==> src/shared/bdf_pkg.sv <==
// constants and types shared by the bidirectional fifo port control
package bdf_pkg;
  localparam int DATA_W = 36;
  localparam int LANE_W = 9;
  localparam int LANE_DATA_W = 8;
  localparam int LANES = 4;
  localparam int FIFO_DEPTH = 64;
  localparam int CNT_W = 7;
  localparam int OFFSET_W = 5;
  localparam logic [CNT_W-1:0] FIFO_FULL_CNT = 7'h40;
  // almost-flag offsets selected by {offset_sel_hi, offset_sel_lo}
  localparam logic [OFFSET_W-1:0] OFFSET_HH = 5'h10;
  localparam logic [OFFSET_W-1:0] OFFSET_HL = 5'h0C;
  localparam logic [OFFSET_W-1:0] OFFSET_LH = 5'h08;
  localparam logic [OFFSET_W-1:0] OFFSET_LL = 5'h04;
  // lane index xor key per swap mode
  localparam logic [1:0] SWAP_KEY_NONE = 2'h0;
  localparam logic [1:0] SWAP_KEY_BYTE = 2'h3;
  localparam logic [1:0] SWAP_KEY_WORD = 2'h2;
  localparam logic [1:0] SWAP_KEY_BYTE_WORD = 2'h1;
  // flag vector bit positions, all flags active low
  localparam int FLG_EMPTY = 0;
  localparam int FLG_AEMPTY = 1;
  localparam int FLG_AFULL = 2;
  localparam int FLG_FULL = 3;
  localparam logic [3:0] FLAGS_RESET = 4'h4;
  typedef enum logic [1:0] {BDF_SWAP_NONE, BDF_SWAP_BYTE, BDF_SWAP_WORD, BDF_SWAP_BYTE_WORD} bdf_swap_e;
  typedef enum logic [1:0] {BDF_SIZE_LONG, BDF_SIZE_WORD, BDF_SIZE_BYTE, BDF_SIZE_MAIL} bdf_size_e;
endpackage : bdf_pkg

==> src/verilog/bdf_fifo.sv <==
// flip-flop fifo with valid/ready on both sides and a fill count
`timescale 1ns/1ps
module bdf_fifo #(
  parameter int WIDTH = 36,
  parameter int DEPTH = 16,
  localparam int AW = $clog2(DEPTH),
  localparam int CW = $clog2(DEPTH + 1)
) (
  input wire logic clock,
  input wire logic rst_n,
  input wire logic clear,
  input wire logic in_valid,
  output logic in_ready,
  input wire logic [WIDTH-1:0] in_data,
  output logic out_valid,
  input wire logic out_ready,
  output logic [WIDTH-1:0] out_data,
  output logic [CW-1:0] count
);
  logic [WIDTH-1:0] mem [DEPTH];
  logic [AW-1:0] wr_ptr;
  logic [AW-1:0] rd_ptr;
  logic push;
  logic pop;

  assign in_ready = (count != CW'(DEPTH));
  assign out_valid = (count != '0);
  assign out_data = mem[rd_ptr];
  assign push = in_valid & in_ready;
  assign pop = out_valid & out_ready;

  function automatic logic [AW-1:0] bump(input logic [AW-1:0] p);
    bump = (p == AW'(DEPTH - 1)) ? '0 : p + AW'(1);
  endfunction : bump

  always_ff @(posedge clock) begin
    if (push) begin
      mem[wr_ptr] <= in_data;
    end
  end

  always_ff @(posedge clock or negedge rst_n) begin
    if (!rst_n) begin
      wr_ptr <= '0;
      rd_ptr <= '0;
      count <= '0;
    end else if (clear) begin
      wr_ptr <= '0;
      rd_ptr <= '0;
      count <= '0;
    end else begin
      if (push) begin
        wr_ptr <= bump(wr_ptr);
      end
      if (pop) begin
        rd_ptr <= bump(rd_ptr);
      end
      count <= count + CW'(push) - CW'(pop);
    end
  end
endmodule : bdf_fifo

==> src/verilog/bdf_port_ctrl.sv <==
// bidirectional two-fifo port control with mailboxes, swap and parity generation
// Functional notes
// [RULE_01] port-B read parity replaces top bit of each 9-bit lane, odd/even chosen
// [RULE_02] reset must be held low for four clock edges on each port
// [RULE_03] reset drives almost-full and mail flags high, others low
// [RULE_04] reset returns both fifo pointers to start
// [RULE_05] reset arrives asynchronously and is synchronised before release
// [RULE_06] full flags rise on second clock edge after reset release
// [RULE_07] outside party resets device before writing any fifo data
// [RULE_08] almost-flag offset latched from two selects at reset release: 16/12/8/4
// [RULE_09] port-B size and endian sampled one edge, applied the next
// [RULE_10] both size selects high routes port B to the mailboxes, full width
// [RULE_11] swap selects sampled at start of each port-B long-word transfer
// [RULE_12] port-A bus driven only while chip select and write/read low
// [RULE_13] port-A enabled write with mailbox low and not full loads fifo A-to-B
// [RULE_14] port-A enabled read with mailbox low and not empty pops fifo B-to-A
// [RULE_15] port-A mailbox write loads A-to-B mail; read outputs B-to-A, sets flag
// [RULE_16] port-A read without enable keeps driving the selected source
// [RULE_17] port-B enabled write, not full, not mailbox size loads fifo B-to-A
// [RULE_18] port-B bus driven only while chip select and write/read low
// [RULE_19] port-B write/read high means write, low means read
// [RULE_20] selects may change freely in cycles where enable is low
// [RULE_21] port-B enabled read, not empty, not mailbox size pops fifo A-to-B
// [RULE_22] mailbox write drops its flag; further writes blocked until far read
// [RULE_23] swap codes: 00 none, 01 byte, 10 word, 11 byte-word
// [RULE_24] size codes: 00 long, 01 word, 10 byte, 11 mailbox
// [RULE_25] reset release synchronised into the clock domain for clean start
`timescale 1ns/1ps
module bdf_port_ctrl (
  input wire logic clock,
  input wire logic rst_n,
  input wire logic offset_sel_lo,
  input wire logic offset_sel_hi,
  input wire logic odd_even_sel,
  input wire logic porta_chip_sel_n,
  input wire logic porta_write_read_sel,
  input wire logic porta_enable,
  input wire logic porta_mailbox_sel,
  input wire logic porta_parity_gen_en,
  input wire logic [35:0] porta_data_in,
  output logic [35:0] porta_data_out,
  output logic porta_data_oe,
  output logic porta_full_n,
  output logic porta_empty_n,
  output logic porta_almost_full_n,
  output logic porta_almost_empty_n,
  input wire logic portb_chip_sel_n,
  input wire logic portb_write_read_sel,
  input wire logic portb_enable,
  input wire logic portb_size_sel_lo,
  input wire logic portb_size_sel_hi,
  input wire logic portb_endian_sel,
  input wire logic portb_swap_sel_lo,
  input wire logic portb_swap_sel_hi,
  input wire logic portb_parity_gen_en,
  input wire logic [35:0] portb_data_in,
  output logic [35:0] portb_data_out,
  output logic portb_data_oe,
  output logic portb_full_n,
  output logic portb_empty_n,
  output logic portb_almost_full_n,
  output logic portb_almost_empty_n,
  output logic [2:0] portb_size_applied,
  output logic a_to_b_mail_flag_n,
  output logic b_to_a_mail_flag_n
);
  localparam int DW = bdf_pkg::DATA_W;
  localparam int CW = bdf_pkg::CNT_W;

  logic rel_meta;
  logic run;
  logic [bdf_pkg::OFFSET_W-1:0] offset;
  logic [2:0] size_smp;
  bdf_pkg::bdf_size_e size_app;
  bdf_pkg::bdf_swap_e swap_rd;
  bdf_pkg::bdf_swap_e swap_now;
  logic [DW-1:0] mail_a2b;
  logic [DW-1:0] mail_b2a;
  logic [DW-1:0] a_fifo_out;
  logic [DW-1:0] b_fifo_out;
  logic ab_in_ready, ab_out_valid, ba_in_ready, ba_out_valid;
  logic [DW-1:0] ab_out_data;
  logic [DW-1:0] ba_out_data;
  logic [CW-1:0] ab_count;
  logic [CW-1:0] ba_count;
  logic a_wr, a_rd, b_wr, b_rd, b_mail;
  logic a_fifo_wr, a_mail_wr, a_fifo_rd, a_mail_rd;
  logic b_fifo_wr, b_mail_wr, b_fifo_rd, b_mail_rd;
  logic [3:0] ab_flags;
  logic [3:0] ba_flags;
  logic [DW-1:0] next_porta_data;
  logic [DW-1:0] next_portb_data;

  function automatic bdf_pkg::bdf_swap_e swap_decode(input logic hi, input logic lo);
    case ({hi, lo})
      2'h0: swap_decode = bdf_pkg::BDF_SWAP_NONE;
      2'h1: swap_decode = bdf_pkg::BDF_SWAP_BYTE;
      2'h2: swap_decode = bdf_pkg::BDF_SWAP_WORD;
      default: swap_decode = bdf_pkg::BDF_SWAP_BYTE_WORD;
    endcase
  endfunction : swap_decode

  function automatic bdf_pkg::bdf_size_e size_decode(input logic hi, input logic lo);
    case ({hi, lo})
      2'h0: size_decode = bdf_pkg::BDF_SIZE_LONG;
      2'h1: size_decode = bdf_pkg::BDF_SIZE_WORD;
      2'h2: size_decode = bdf_pkg::BDF_SIZE_BYTE;
      default: size_decode = bdf_pkg::BDF_SIZE_MAIL;
    endcase
  endfunction : size_decode

  function automatic logic [bdf_pkg::OFFSET_W-1:0] offset_decode(input logic hi, input logic lo);
    case ({hi, lo})
      2'h3: offset_decode = bdf_pkg::OFFSET_HH;
      2'h2: offset_decode = bdf_pkg::OFFSET_HL;
      2'h1: offset_decode = bdf_pkg::OFFSET_LH;
      default: offset_decode = bdf_pkg::OFFSET_LL;
    endcase
  endfunction : offset_decode

  // lane i of the result takes lane (i xor key)
  function automatic logic [DW-1:0] swap_lanes(input logic [DW-1:0] d, input bdf_pkg::bdf_swap_e m);
    logic [1:0] key;
    key = bdf_pkg::SWAP_KEY_NONE;
    case (m)
      bdf_pkg::BDF_SWAP_BYTE: key = bdf_pkg::SWAP_KEY_BYTE;
      bdf_pkg::BDF_SWAP_WORD: key = bdf_pkg::SWAP_KEY_WORD;
      bdf_pkg::BDF_SWAP_BYTE_WORD: key = bdf_pkg::SWAP_KEY_BYTE_WORD;
      default: key = bdf_pkg::SWAP_KEY_NONE;
    endcase
    for (int i = 0; i < bdf_pkg::LANES; i++) begin
      swap_lanes[i*bdf_pkg::LANE_W +: bdf_pkg::LANE_W] =
        d[(2'(i) ^ key)*bdf_pkg::LANE_W +: bdf_pkg::LANE_W];
    end
  endfunction : swap_lanes

  function automatic logic [DW-1:0] parity_fill(input logic [DW-1:0] d, input logic odd);
    parity_fill = d;
    for (int i = 0; i < bdf_pkg::LANES; i++) begin
      parity_fill[i*bdf_pkg::LANE_W + bdf_pkg::LANE_DATA_W] =
        odd ^ (^d[i*bdf_pkg::LANE_W +: bdf_pkg::LANE_DATA_W]);
    end
  endfunction : parity_fill

  // {full_n, almost_full_n, almost_empty_n, empty_n} for a fill level
  function automatic logic [3:0] level_flags(input logic [CW-1:0] cnt,
                                             input logic [bdf_pkg::OFFSET_W-1:0] x);
    level_flags[bdf_pkg::FLG_EMPTY] = (cnt != '0);
    level_flags[bdf_pkg::FLG_AEMPTY] = (cnt > CW'(x));
    level_flags[bdf_pkg::FLG_AFULL] = (cnt < (bdf_pkg::FIFO_FULL_CNT - CW'(x)));
    level_flags[bdf_pkg::FLG_FULL] = (cnt != bdf_pkg::FIFO_FULL_CNT);
  endfunction : level_flags

  // reset release synchroniser
  always_ff @(posedge clock or negedge rst_n) begin
    if (!rst_n) begin
      rel_meta <= 1'h0;
      run <= 1'h0;
    end else begin
      rel_meta <= 1'h1; // RULE_05
      run <= rel_meta; // RULE_25
    end
  end

  // offset follows the selects until the synchronised release freezes it
  always_ff @(posedge clock or negedge rst_n) begin
    if (!rst_n) begin
      offset <= bdf_pkg::OFFSET_LL;
    end else if (!run) begin
      offset <= offset_decode(offset_sel_hi, offset_sel_lo); // RULE_08
    end
  end

  always_ff @(posedge clock or negedge rst_n) begin
    if (!rst_n) begin
      size_smp <= 3'h0;
      size_app <= bdf_pkg::BDF_SIZE_LONG;
      portb_size_applied <= 3'h0;
    end else begin
      size_smp <= {portb_endian_sel, portb_size_sel_hi, portb_size_sel_lo}; // RULE_09
      size_app <= size_decode(size_smp[1], size_smp[0]); // RULE_24
      portb_size_applied <= size_smp;
    end
  end

  assign a_wr = run & ~porta_chip_sel_n & porta_enable & porta_write_read_sel;
  assign a_rd = run & ~porta_chip_sel_n & porta_enable & ~porta_write_read_sel;
  assign b_wr = run & ~portb_chip_sel_n & portb_enable & portb_write_read_sel; // RULE_19
  assign b_rd = run & ~portb_chip_sel_n & portb_enable & ~portb_write_read_sel; // RULE_19
  assign b_mail = (size_app == bdf_pkg::BDF_SIZE_MAIL); // RULE_10
  assign a_fifo_wr = a_wr & ~porta_mailbox_sel & porta_full_n & ab_in_ready; // RULE_13
  assign a_mail_wr = a_wr & porta_mailbox_sel & a_to_b_mail_flag_n; // RULE_22
  assign a_fifo_rd = a_rd & ~porta_mailbox_sel & porta_empty_n & ba_out_valid; // RULE_14
  assign a_mail_rd = a_rd & porta_mailbox_sel; // RULE_15
  assign b_fifo_wr = b_wr & ~b_mail & portb_full_n & ba_in_ready; // RULE_17
  assign b_mail_wr = b_wr & b_mail & b_to_a_mail_flag_n; // RULE_22
  assign b_fifo_rd = b_rd & ~b_mail & portb_empty_n & ab_out_valid; // RULE_21
  assign b_mail_rd = b_rd & b_mail; // RULE_10

  bdf_fifo #(.WIDTH(DW), .DEPTH(bdf_pkg::FIFO_DEPTH)) a_to_b_fifo (
    .clock(clock),
    .rst_n(rst_n),
    .clear(~run), // RULE_04
    .in_valid(a_fifo_wr),
    .in_ready(ab_in_ready),
    .in_data(porta_data_in),
    .out_valid(ab_out_valid),
    .out_ready(b_fifo_rd),
    .out_data(ab_out_data),
    .count(ab_count)
  );

  bdf_fifo #(.WIDTH(DW), .DEPTH(bdf_pkg::FIFO_DEPTH)) b_to_a_fifo (
    .clock(clock),
    .rst_n(rst_n),
    .clear(~run), // RULE_04
    .in_valid(b_fifo_wr),
    .in_ready(ba_in_ready),
    .in_data(swap_lanes(portb_data_in, swap_decode(portb_swap_sel_hi, portb_swap_sel_lo))),
    .out_valid(ba_out_valid),
    .out_ready(a_fifo_rd),
    .out_data(ba_out_data),
    .count(ba_count)
  );

  assign ab_flags = level_flags(ab_count + CW'(a_fifo_wr) - CW'(b_fifo_rd), offset);
  assign ba_flags = level_flags(ba_count + CW'(b_fifo_wr) - CW'(a_fifo_rd), offset);

  always_ff @(posedge clock or negedge rst_n) begin
    if (!rst_n) begin
      {porta_full_n, porta_almost_full_n, porta_almost_empty_n, porta_empty_n} <=
        bdf_pkg::FLAGS_RESET; // RULE_03
      {portb_full_n, portb_almost_full_n, portb_almost_empty_n, portb_empty_n} <=
        bdf_pkg::FLAGS_RESET; // RULE_03
    end else if (!run) begin
      // full flags come up as the release leaves the synchroniser
      porta_full_n <= rel_meta; // RULE_06
      portb_full_n <= rel_meta; // RULE_06
    end else begin
      porta_full_n <= ab_flags[bdf_pkg::FLG_FULL];
      porta_almost_full_n <= ab_flags[bdf_pkg::FLG_AFULL];
      porta_empty_n <= ba_flags[bdf_pkg::FLG_EMPTY];
      porta_almost_empty_n <= ba_flags[bdf_pkg::FLG_AEMPTY];
      portb_full_n <= ba_flags[bdf_pkg::FLG_FULL];
      portb_almost_full_n <= ba_flags[bdf_pkg::FLG_AFULL];
      portb_empty_n <= ab_flags[bdf_pkg::FLG_EMPTY];
      portb_almost_empty_n <= ab_flags[bdf_pkg::FLG_AEMPTY];
    end
  end

  // mailboxes; a write beats a same-cycle read of the far port
  always_ff @(posedge clock or negedge rst_n) begin
    if (!rst_n) begin
      mail_a2b <= '0;
      a_to_b_mail_flag_n <= 1'h1; // RULE_03
    end else if (a_mail_wr) begin
      mail_a2b <= porta_data_in; // RULE_15
      a_to_b_mail_flag_n <= 1'h0; // RULE_22
    end else if (b_mail_rd) begin
      a_to_b_mail_flag_n <= 1'h1; // RULE_22
    end
  end

  always_ff @(posedge clock or negedge rst_n) begin
    if (!rst_n) begin
      mail_b2a <= '0;
      b_to_a_mail_flag_n <= 1'h1; // RULE_03
    end else if (b_mail_wr) begin
      mail_b2a <= portb_data_in; // RULE_10
      b_to_a_mail_flag_n <= 1'h0; // RULE_22
    end else if (a_mail_rd) begin
      b_to_a_mail_flag_n <= 1'h1; // RULE_15
    end
  end

  always_ff @(posedge clock or negedge rst_n) begin
    if (!rst_n) begin
      a_fifo_out <= '0;
      b_fifo_out <= '0;
      swap_rd <= bdf_pkg::BDF_SWAP_NONE;
    end else begin
      if (a_fifo_rd) begin
        a_fifo_out <= ba_out_data;
      end
      if (b_fifo_rd) begin
        b_fifo_out <= ab_out_data;
        swap_rd <= swap_now; // RULE_11
      end
    end
  end

  assign swap_now = b_fifo_rd ? swap_decode(portb_swap_sel_hi, portb_swap_sel_lo) : swap_rd; // RULE_23

  always_comb begin
    next_porta_data = porta_mailbox_sel ? mail_b2a : (a_fifo_rd ? ba_out_data : a_fifo_out); // RULE_16
    if (porta_parity_gen_en) begin
      next_porta_data = parity_fill(next_porta_data, odd_even_sel);
    end
    next_portb_data = b_mail ? mail_a2b :
      swap_lanes(b_fifo_rd ? ab_out_data : b_fifo_out, swap_now); // RULE_11
    if (portb_parity_gen_en) begin
      next_portb_data = parity_fill(next_portb_data, odd_even_sel); // RULE_01
    end
  end

  always_ff @(posedge clock or negedge rst_n) begin
    if (!rst_n) begin
      porta_data_out <= '0;
      portb_data_out <= '0;
      porta_data_oe <= 1'h0;
      portb_data_oe <= 1'h0;
    end else begin
      porta_data_out <= next_porta_data;
      portb_data_out <= next_portb_data;
      porta_data_oe <= ~porta_chip_sel_n & ~porta_write_read_sel; // RULE_12
      portb_data_oe <= ~portb_chip_sel_n & ~portb_write_read_sel; // RULE_18
    end
  end
endmodule : bdf_port_ctrl

==> config.mk <==
export PLATFORM = sky130hd
export DESIGN_NAME = bdf_port_ctrl
export DESIGN_NICKNAME = d
export VERILOG_FILES = /design/src/shared/bdf_pkg.sv /design/src/verilog/bdf_fifo.sv /design/src/verilog/bdf_port_ctrl.sv
export SDC_FILE = /design/constraint.sdc
export NUM_CORES = 2
export LEC_CHECK = 0
export ABC_CLOCK_PERIOD_IN_PS = 7300
export BUFFER_PORTS_ARGS = -buffer_cell sky130_fd_sc_hd__buf_2
export CAP_MARGIN = 20
export CORE_UTILIZATION = 30
export CTS_BUF_LIST = sky130_fd_sc_hd__clkbuf_2 sky130_fd_sc_hd__clkbuf_4 sky130_fd_sc_hd__clkbuf_8
export DETAILED_ROUTE_END_ITERATION = 16
export PLACE_DENSITY = 0.48
export SETUP_SLACK_MARGIN = 0.3
export SLEW_MARGIN = 5
export SYNTH_ARGS = -nofsm -noshare
export SYNTH_HDL_FRONTEND = slang
export SYNTH_MEMORY_MAX_BITS = 65536
export SYNTH_SLANG_ARGS = --single-unit
==> constraint.sdc <==
create_clock -name clock -period 7.3 [get_ports clock]
set_clock_uncertainty 0.15 [all_clocks]
set_input_delay 1.095 -clock clock [delete_from_list [all_inputs] [get_ports clock]]
set_output_delay 1.095 -clock clock [all_outputs]
set_load 0.03 [all_outputs]
==> impl_summary.md <==
Yosys
The dominant register cell in the synthesized netlist is sky130_fd_sc_hd__edfxtp_1. Summing the sequential cell areas from Yosys gives 76.4% of the chip area. The xor/xnor share of the synthesized area is less than 1%. The cell count after synthesis is 8412. The multiplexer area fraction after synthesis is between 10% and 20%.

The adder-cell share of the synthesized area is less than 1%. Of the post-synthesis cell area, the dominant cell type holds 72.7%. The number of distinct standard cells referenced by the synthesized netlist is 87.

By area the synthesized netlist is led by sky130_fd_sc_hd__edfxtp_1 (73%), sky130_fd_sc_hd__mux4_2 (16%), sky130_fd_sc_hd__dfrtp_1 (3.6%), sky130_fd_sc_hd__mux2i_1 (0.82%), sky130_fd_sc_hd__mux2_2 (0.66%). The main combinational cell family by area after synthesis is multiplexers. The number of flops mapped to enable cells by yosys is 4608.

Of the total synthesized cell area, the portion taken by AND, OR, NAND and NOR gates is 1.74%. Counting instances in the post-synthesis netlist gives the leading cell types as sky130_fd_sc_hd__edfxtp_1 (4608), sky130_fd_sc_hd__mux4_2 (1343), sky130_fd_sc_hd__nand2_1 (321), sky130_fd_sc_hd__dfrtp_1 (276), sky130_fd_sc_hd__nor2_1 (276). The synthesized netlist devotes 1.57% of its cell area to compound gates. The area of the mapped netlist is 190000 sq um. The total nets after synthesis is approximately 8600. The count of state elements after synthesis is 4889. The library cell with the highest instance count after synthesis is sky130_fd_sc_hd__edfxtp_1. The synthesized area per cell is roughly 23 sq um. The largest total area in the synthesized netlist belongs to sky130_fd_sc_hd__edfxtp_1.

For this run, the number of Yosys warnings is 0. Of all flip-flops after synthesis, the portion carrying an async set or reset was under 10%.

GRT
The wire length of the first global-routing pass is about 770 mm. Global routing used 16.9% of the available tracks. The number of global-route vias before repair is slightly below 100k.

The number of antenna violations at the first check in global routing is 34. For this run the aggregate overflow at the end of global routing stands at 0. Entering global routing, the biggest net connects 138 pins.

Cells and area
The number of nets at the end of the flow is approximately 9500. Counting the fill cells in the layout gives 58600. Once layout is complete, the utilization of the core stands at 34.8%. Registers take 145000 sq um. Compared with the post-synthesis result, the final layout area differs by 15.4%. Cells with a size suffix above 1 make up 34.7% of the layout. The area occupied by multi-input gates is 42800 sq um.

Clock tree
The TritonCTS clock tree is done. In this run the deepest clock path goes through 4 buffers. At the later pin of the worst-skew pair, clock insertion delay measures ~1300 ps. The clock-pin transition on the worst setup and hold timing paths is 60 ps.

TritonCTS created 780 clock buffers. The clock sink total is about 4900. The H-tree depth reported by CTS is 6. The tree is rooted in a sky130_fd_sc_hd__clkbuf_8. The post-CTS repair timing setup buffer count is 0. The hold buffer count at cts is 45. Post-CTS repair changed the size of 0 cells.

Floorplan
The width of the die is 799 um. The die covers 638000 sq um. The number of cell rows is around 300.

After floorplanning, the core was sized to cover between 600000 and 700000 sq um. The die span in y is 799 um. For this design the top-level I/O count stands at roughly 180. The initial utilization of the core area, before any placement, comes to 30.1%.

Worst hold path
The worst hold path endpoint is portb_size_applied[2]. The min-delay analysis places its worst path in the category reg -> reg. In this run the most critical hold path is launched from size_smp[2]. The worst hold path passes through 0 cells.

Drt
The detailed router placed 92800 vias in this run. The number of nets with antenna violations after routing is 0. In the final routed layout, each cell accounts on average for about 30 um. After detailed routing, the number of remaining DRC violations is 0. The via density per instance is about 5.0. For this block, the routed nets add up to 551 mm of wire. The starting DRC count in detailed routing is around 9300. Before antenna repair, the detailed router went through 6 iterations.

STA
For the pin with the worst max-slew slack, the measured transition is 1200 ps. Setup violations remaining at the end of the flow were counted as 0. The setup total negative slack is 0 ps.

Static timing analysis puts the maximum clock frequency at 0.177 GHz. After layout, the worst path uses 77.6% of the clock period. The smallest clock period supported by the final layout is computed as 5660 ps. The final count of pins violating max slew is 0.

Measured against its own limit, the worst slew margin works out to 19.7%. The number of failing hold endpoints at the final stage is 0. Setup repair after global routing left no endpoint under its margin.

Worst setup path
STA classifies the critical path endpoint as a register. The arrival time of the worst setup path is 6490 ps. The class of the most critical setup path is reg -> reg. For the worst setup path, the data required time is 8130 ps.

The destination of the worst register-to-register timing path is a_to_b_fifo.mem[49][6]. The worst reg2reg path depth is 7. The setup slack of the worst register-to-register path is 1640 ps.

Of all nets on the critical path, the largest fanout is 17. The nature of the critical path startpoint is a register. The worst reg2reg path startpoint is run.

Placed design
The HPWL after detailed placement is 328 mm. At the end of routability-driven placement, the weighted congestion stood at 0.806. Port buffering added between 150 and 200 buffers.

Flow run
Max-cap violations in this run came to 0.

Power
Across the VDD grid, the largest voltage drop is between 0.2 and 0.25 mV. Dividing total power by cell area gives a power density of approximately 270 nW/um^2. The static power due to leakage is about 68 nW.

Outcome
The flow ran to the end, and the final reports show no timing, DRC or antenna violations.
==> layout by cell type (no fill, tap or decap), types with 45 or more instances in the layout <==
master and count:
sky130_fd_sc_hd__o22ai_1 46, sky130_fd_sc_hd__nand3_1 54, sky130_fd_sc_hd__mux4_2 1343, sky130_fd_sc_hd__buf_4 332, sky130_fd_sc_hd__edfxtp_1 4608, sky130_fd_sc_hd__mux2i_1 154
sky130_fd_sc_hd__a22oi_1 60, sky130_fd_sc_hd__inv_1 63, sky130_fd_sc_hd__dfrtp_1 263, sky130_fd_sc_hd__mux2_2 112, sky130_fd_sc_hd__a21oi_1 99, sky130_fd_sc_hd__clkinv_2 71
sky130_fd_sc_hd__dlygate4sd3_1 45, sky130_fd_sc_hd__xnor2_1 54, sky130_fd_sc_hd__o21ai_0 56, sky130_fd_sc_hd__buf_2 174, sky130_fd_sc_hd__nor2_4 128, sky130_fd_sc_hd__nor2_1 146
sky130_fd_sc_hd__clkbuf_4 279, sky130_fd_sc_hd__ha_1 49, sky130_fd_sc_hd__buf_12 70, sky130_fd_sc_hd__clkinv_1 190, sky130_fd_sc_hd__nand2_1 320, sky130_fd_sc_hd__clkbuf_8 816
==> flip-flops by register name (all words and copies together) (netlist names), 7 cells and up <==
signal,count
a_fifo_out,36
a_to_b_fifo.count,7
a_to_b_fifo.mem,2304
b_fifo_out,36
b_to_a_fifo.count,7
b_to_a_fifo.mem,2304
mail_a2b,36
mail_b2a,36
porta_data_out,36
portb_data_out,36
==> how the worst max path moves through the flow <==
stage	from	endpoint	slack (ps)	cells after the start
after global routing	a_to_b_fifo.rd_ptr[1]	portb_data_out[17]	1470	15
after global placement	porta_mailbox_sel	porta_almost_full_n	320	15
after floorplan	portb_swap_sel_lo	portb_data_out[17]	1850	15
after detailed placement	porta_mailbox_sel	a_to_b_fifo.mem[49][3]	1050	7
after CTS	a_to_b_fifo.rd_ptr[1]	portb_data_out[35]	1690	13
final	run	a_to_b_fifo.mem[49][6]	1640	7
==> kinds of logic (layout without fill, tap and decap cells) <==
| family | after synthesis | in the layout |
|---|---|---|
| mux | 1645 | 1645 |
| other cells | 1 | 21 |
| xor+xnor | 89 | 89 |
| fa+ha+maj | 54 | 54 |
| flops | 4889 | 4889 |
| simple gates | 774 | 774 |
| compound gates | 438 | 438 |
| buf+inv | 522 | 2112 |
==> layer usage <==
metal,vias to the layer above,global-route usage (%),part of all wire (%)
met3,728,2.60,5.8
li1,37500,-,-
met1,51400,23.2,43
met4,6,3.66,2.0
met5,-,0,0.0062
met2,3196,28.6,49
==> cell type report <==
type	count	area share [%]
inverter	70	0.123
timing repair buffer	628	2.44
multi-input combinational	3001	19.5
clock inverter	319	0.845
antenna	20	0.0228
tap	8379	4.77
clock buffer	1095	6.07
sequential	4889	66.2
==> power by group <==
| part | switching [mW] | internal (mW) | total, mW |
|---|---|---|---|
| clock | 11.0 | 12.2 | 23.2 |
| sequential | 0.348 | 31.5 | 31.8 |
| combinational | 3.42 | 1.82 | 5.24 |
==> worst max-delay path, stage by stage (launching register included) <==
cell and delay [ps]:
sky130_fd_sc_hd__dfrtp_2 500, sky130_fd_sc_hd__inv_2 80, sky130_fd_sc_hd__nor4b_2 710, sky130_fd_sc_hd__nand4_1 870, sky130_fd_sc_hd__nor2_1 700, sky130_fd_sc_hd__nand3_1 880
sky130_fd_sc_hd__nor2_4 980, sky130_fd_sc_hd__buf_4 380
==> through the flow <==
stage	setup WS (ps)	hold slack [ps]	cell area (sq um)	total power, mW	std cells
after floorplan	1850	181	190000	35.4	8412
after global placement	321	192	203000	37.5	16900
after detailed placement	1050	192	203000	37.6	16900
after CTS	1690	10.1	219000	60.8	18400
after global routing	1470	119	220000	62.4	18400
final	1640	213	220000	60.3	18400
Power figures use the tool's default switching activity.
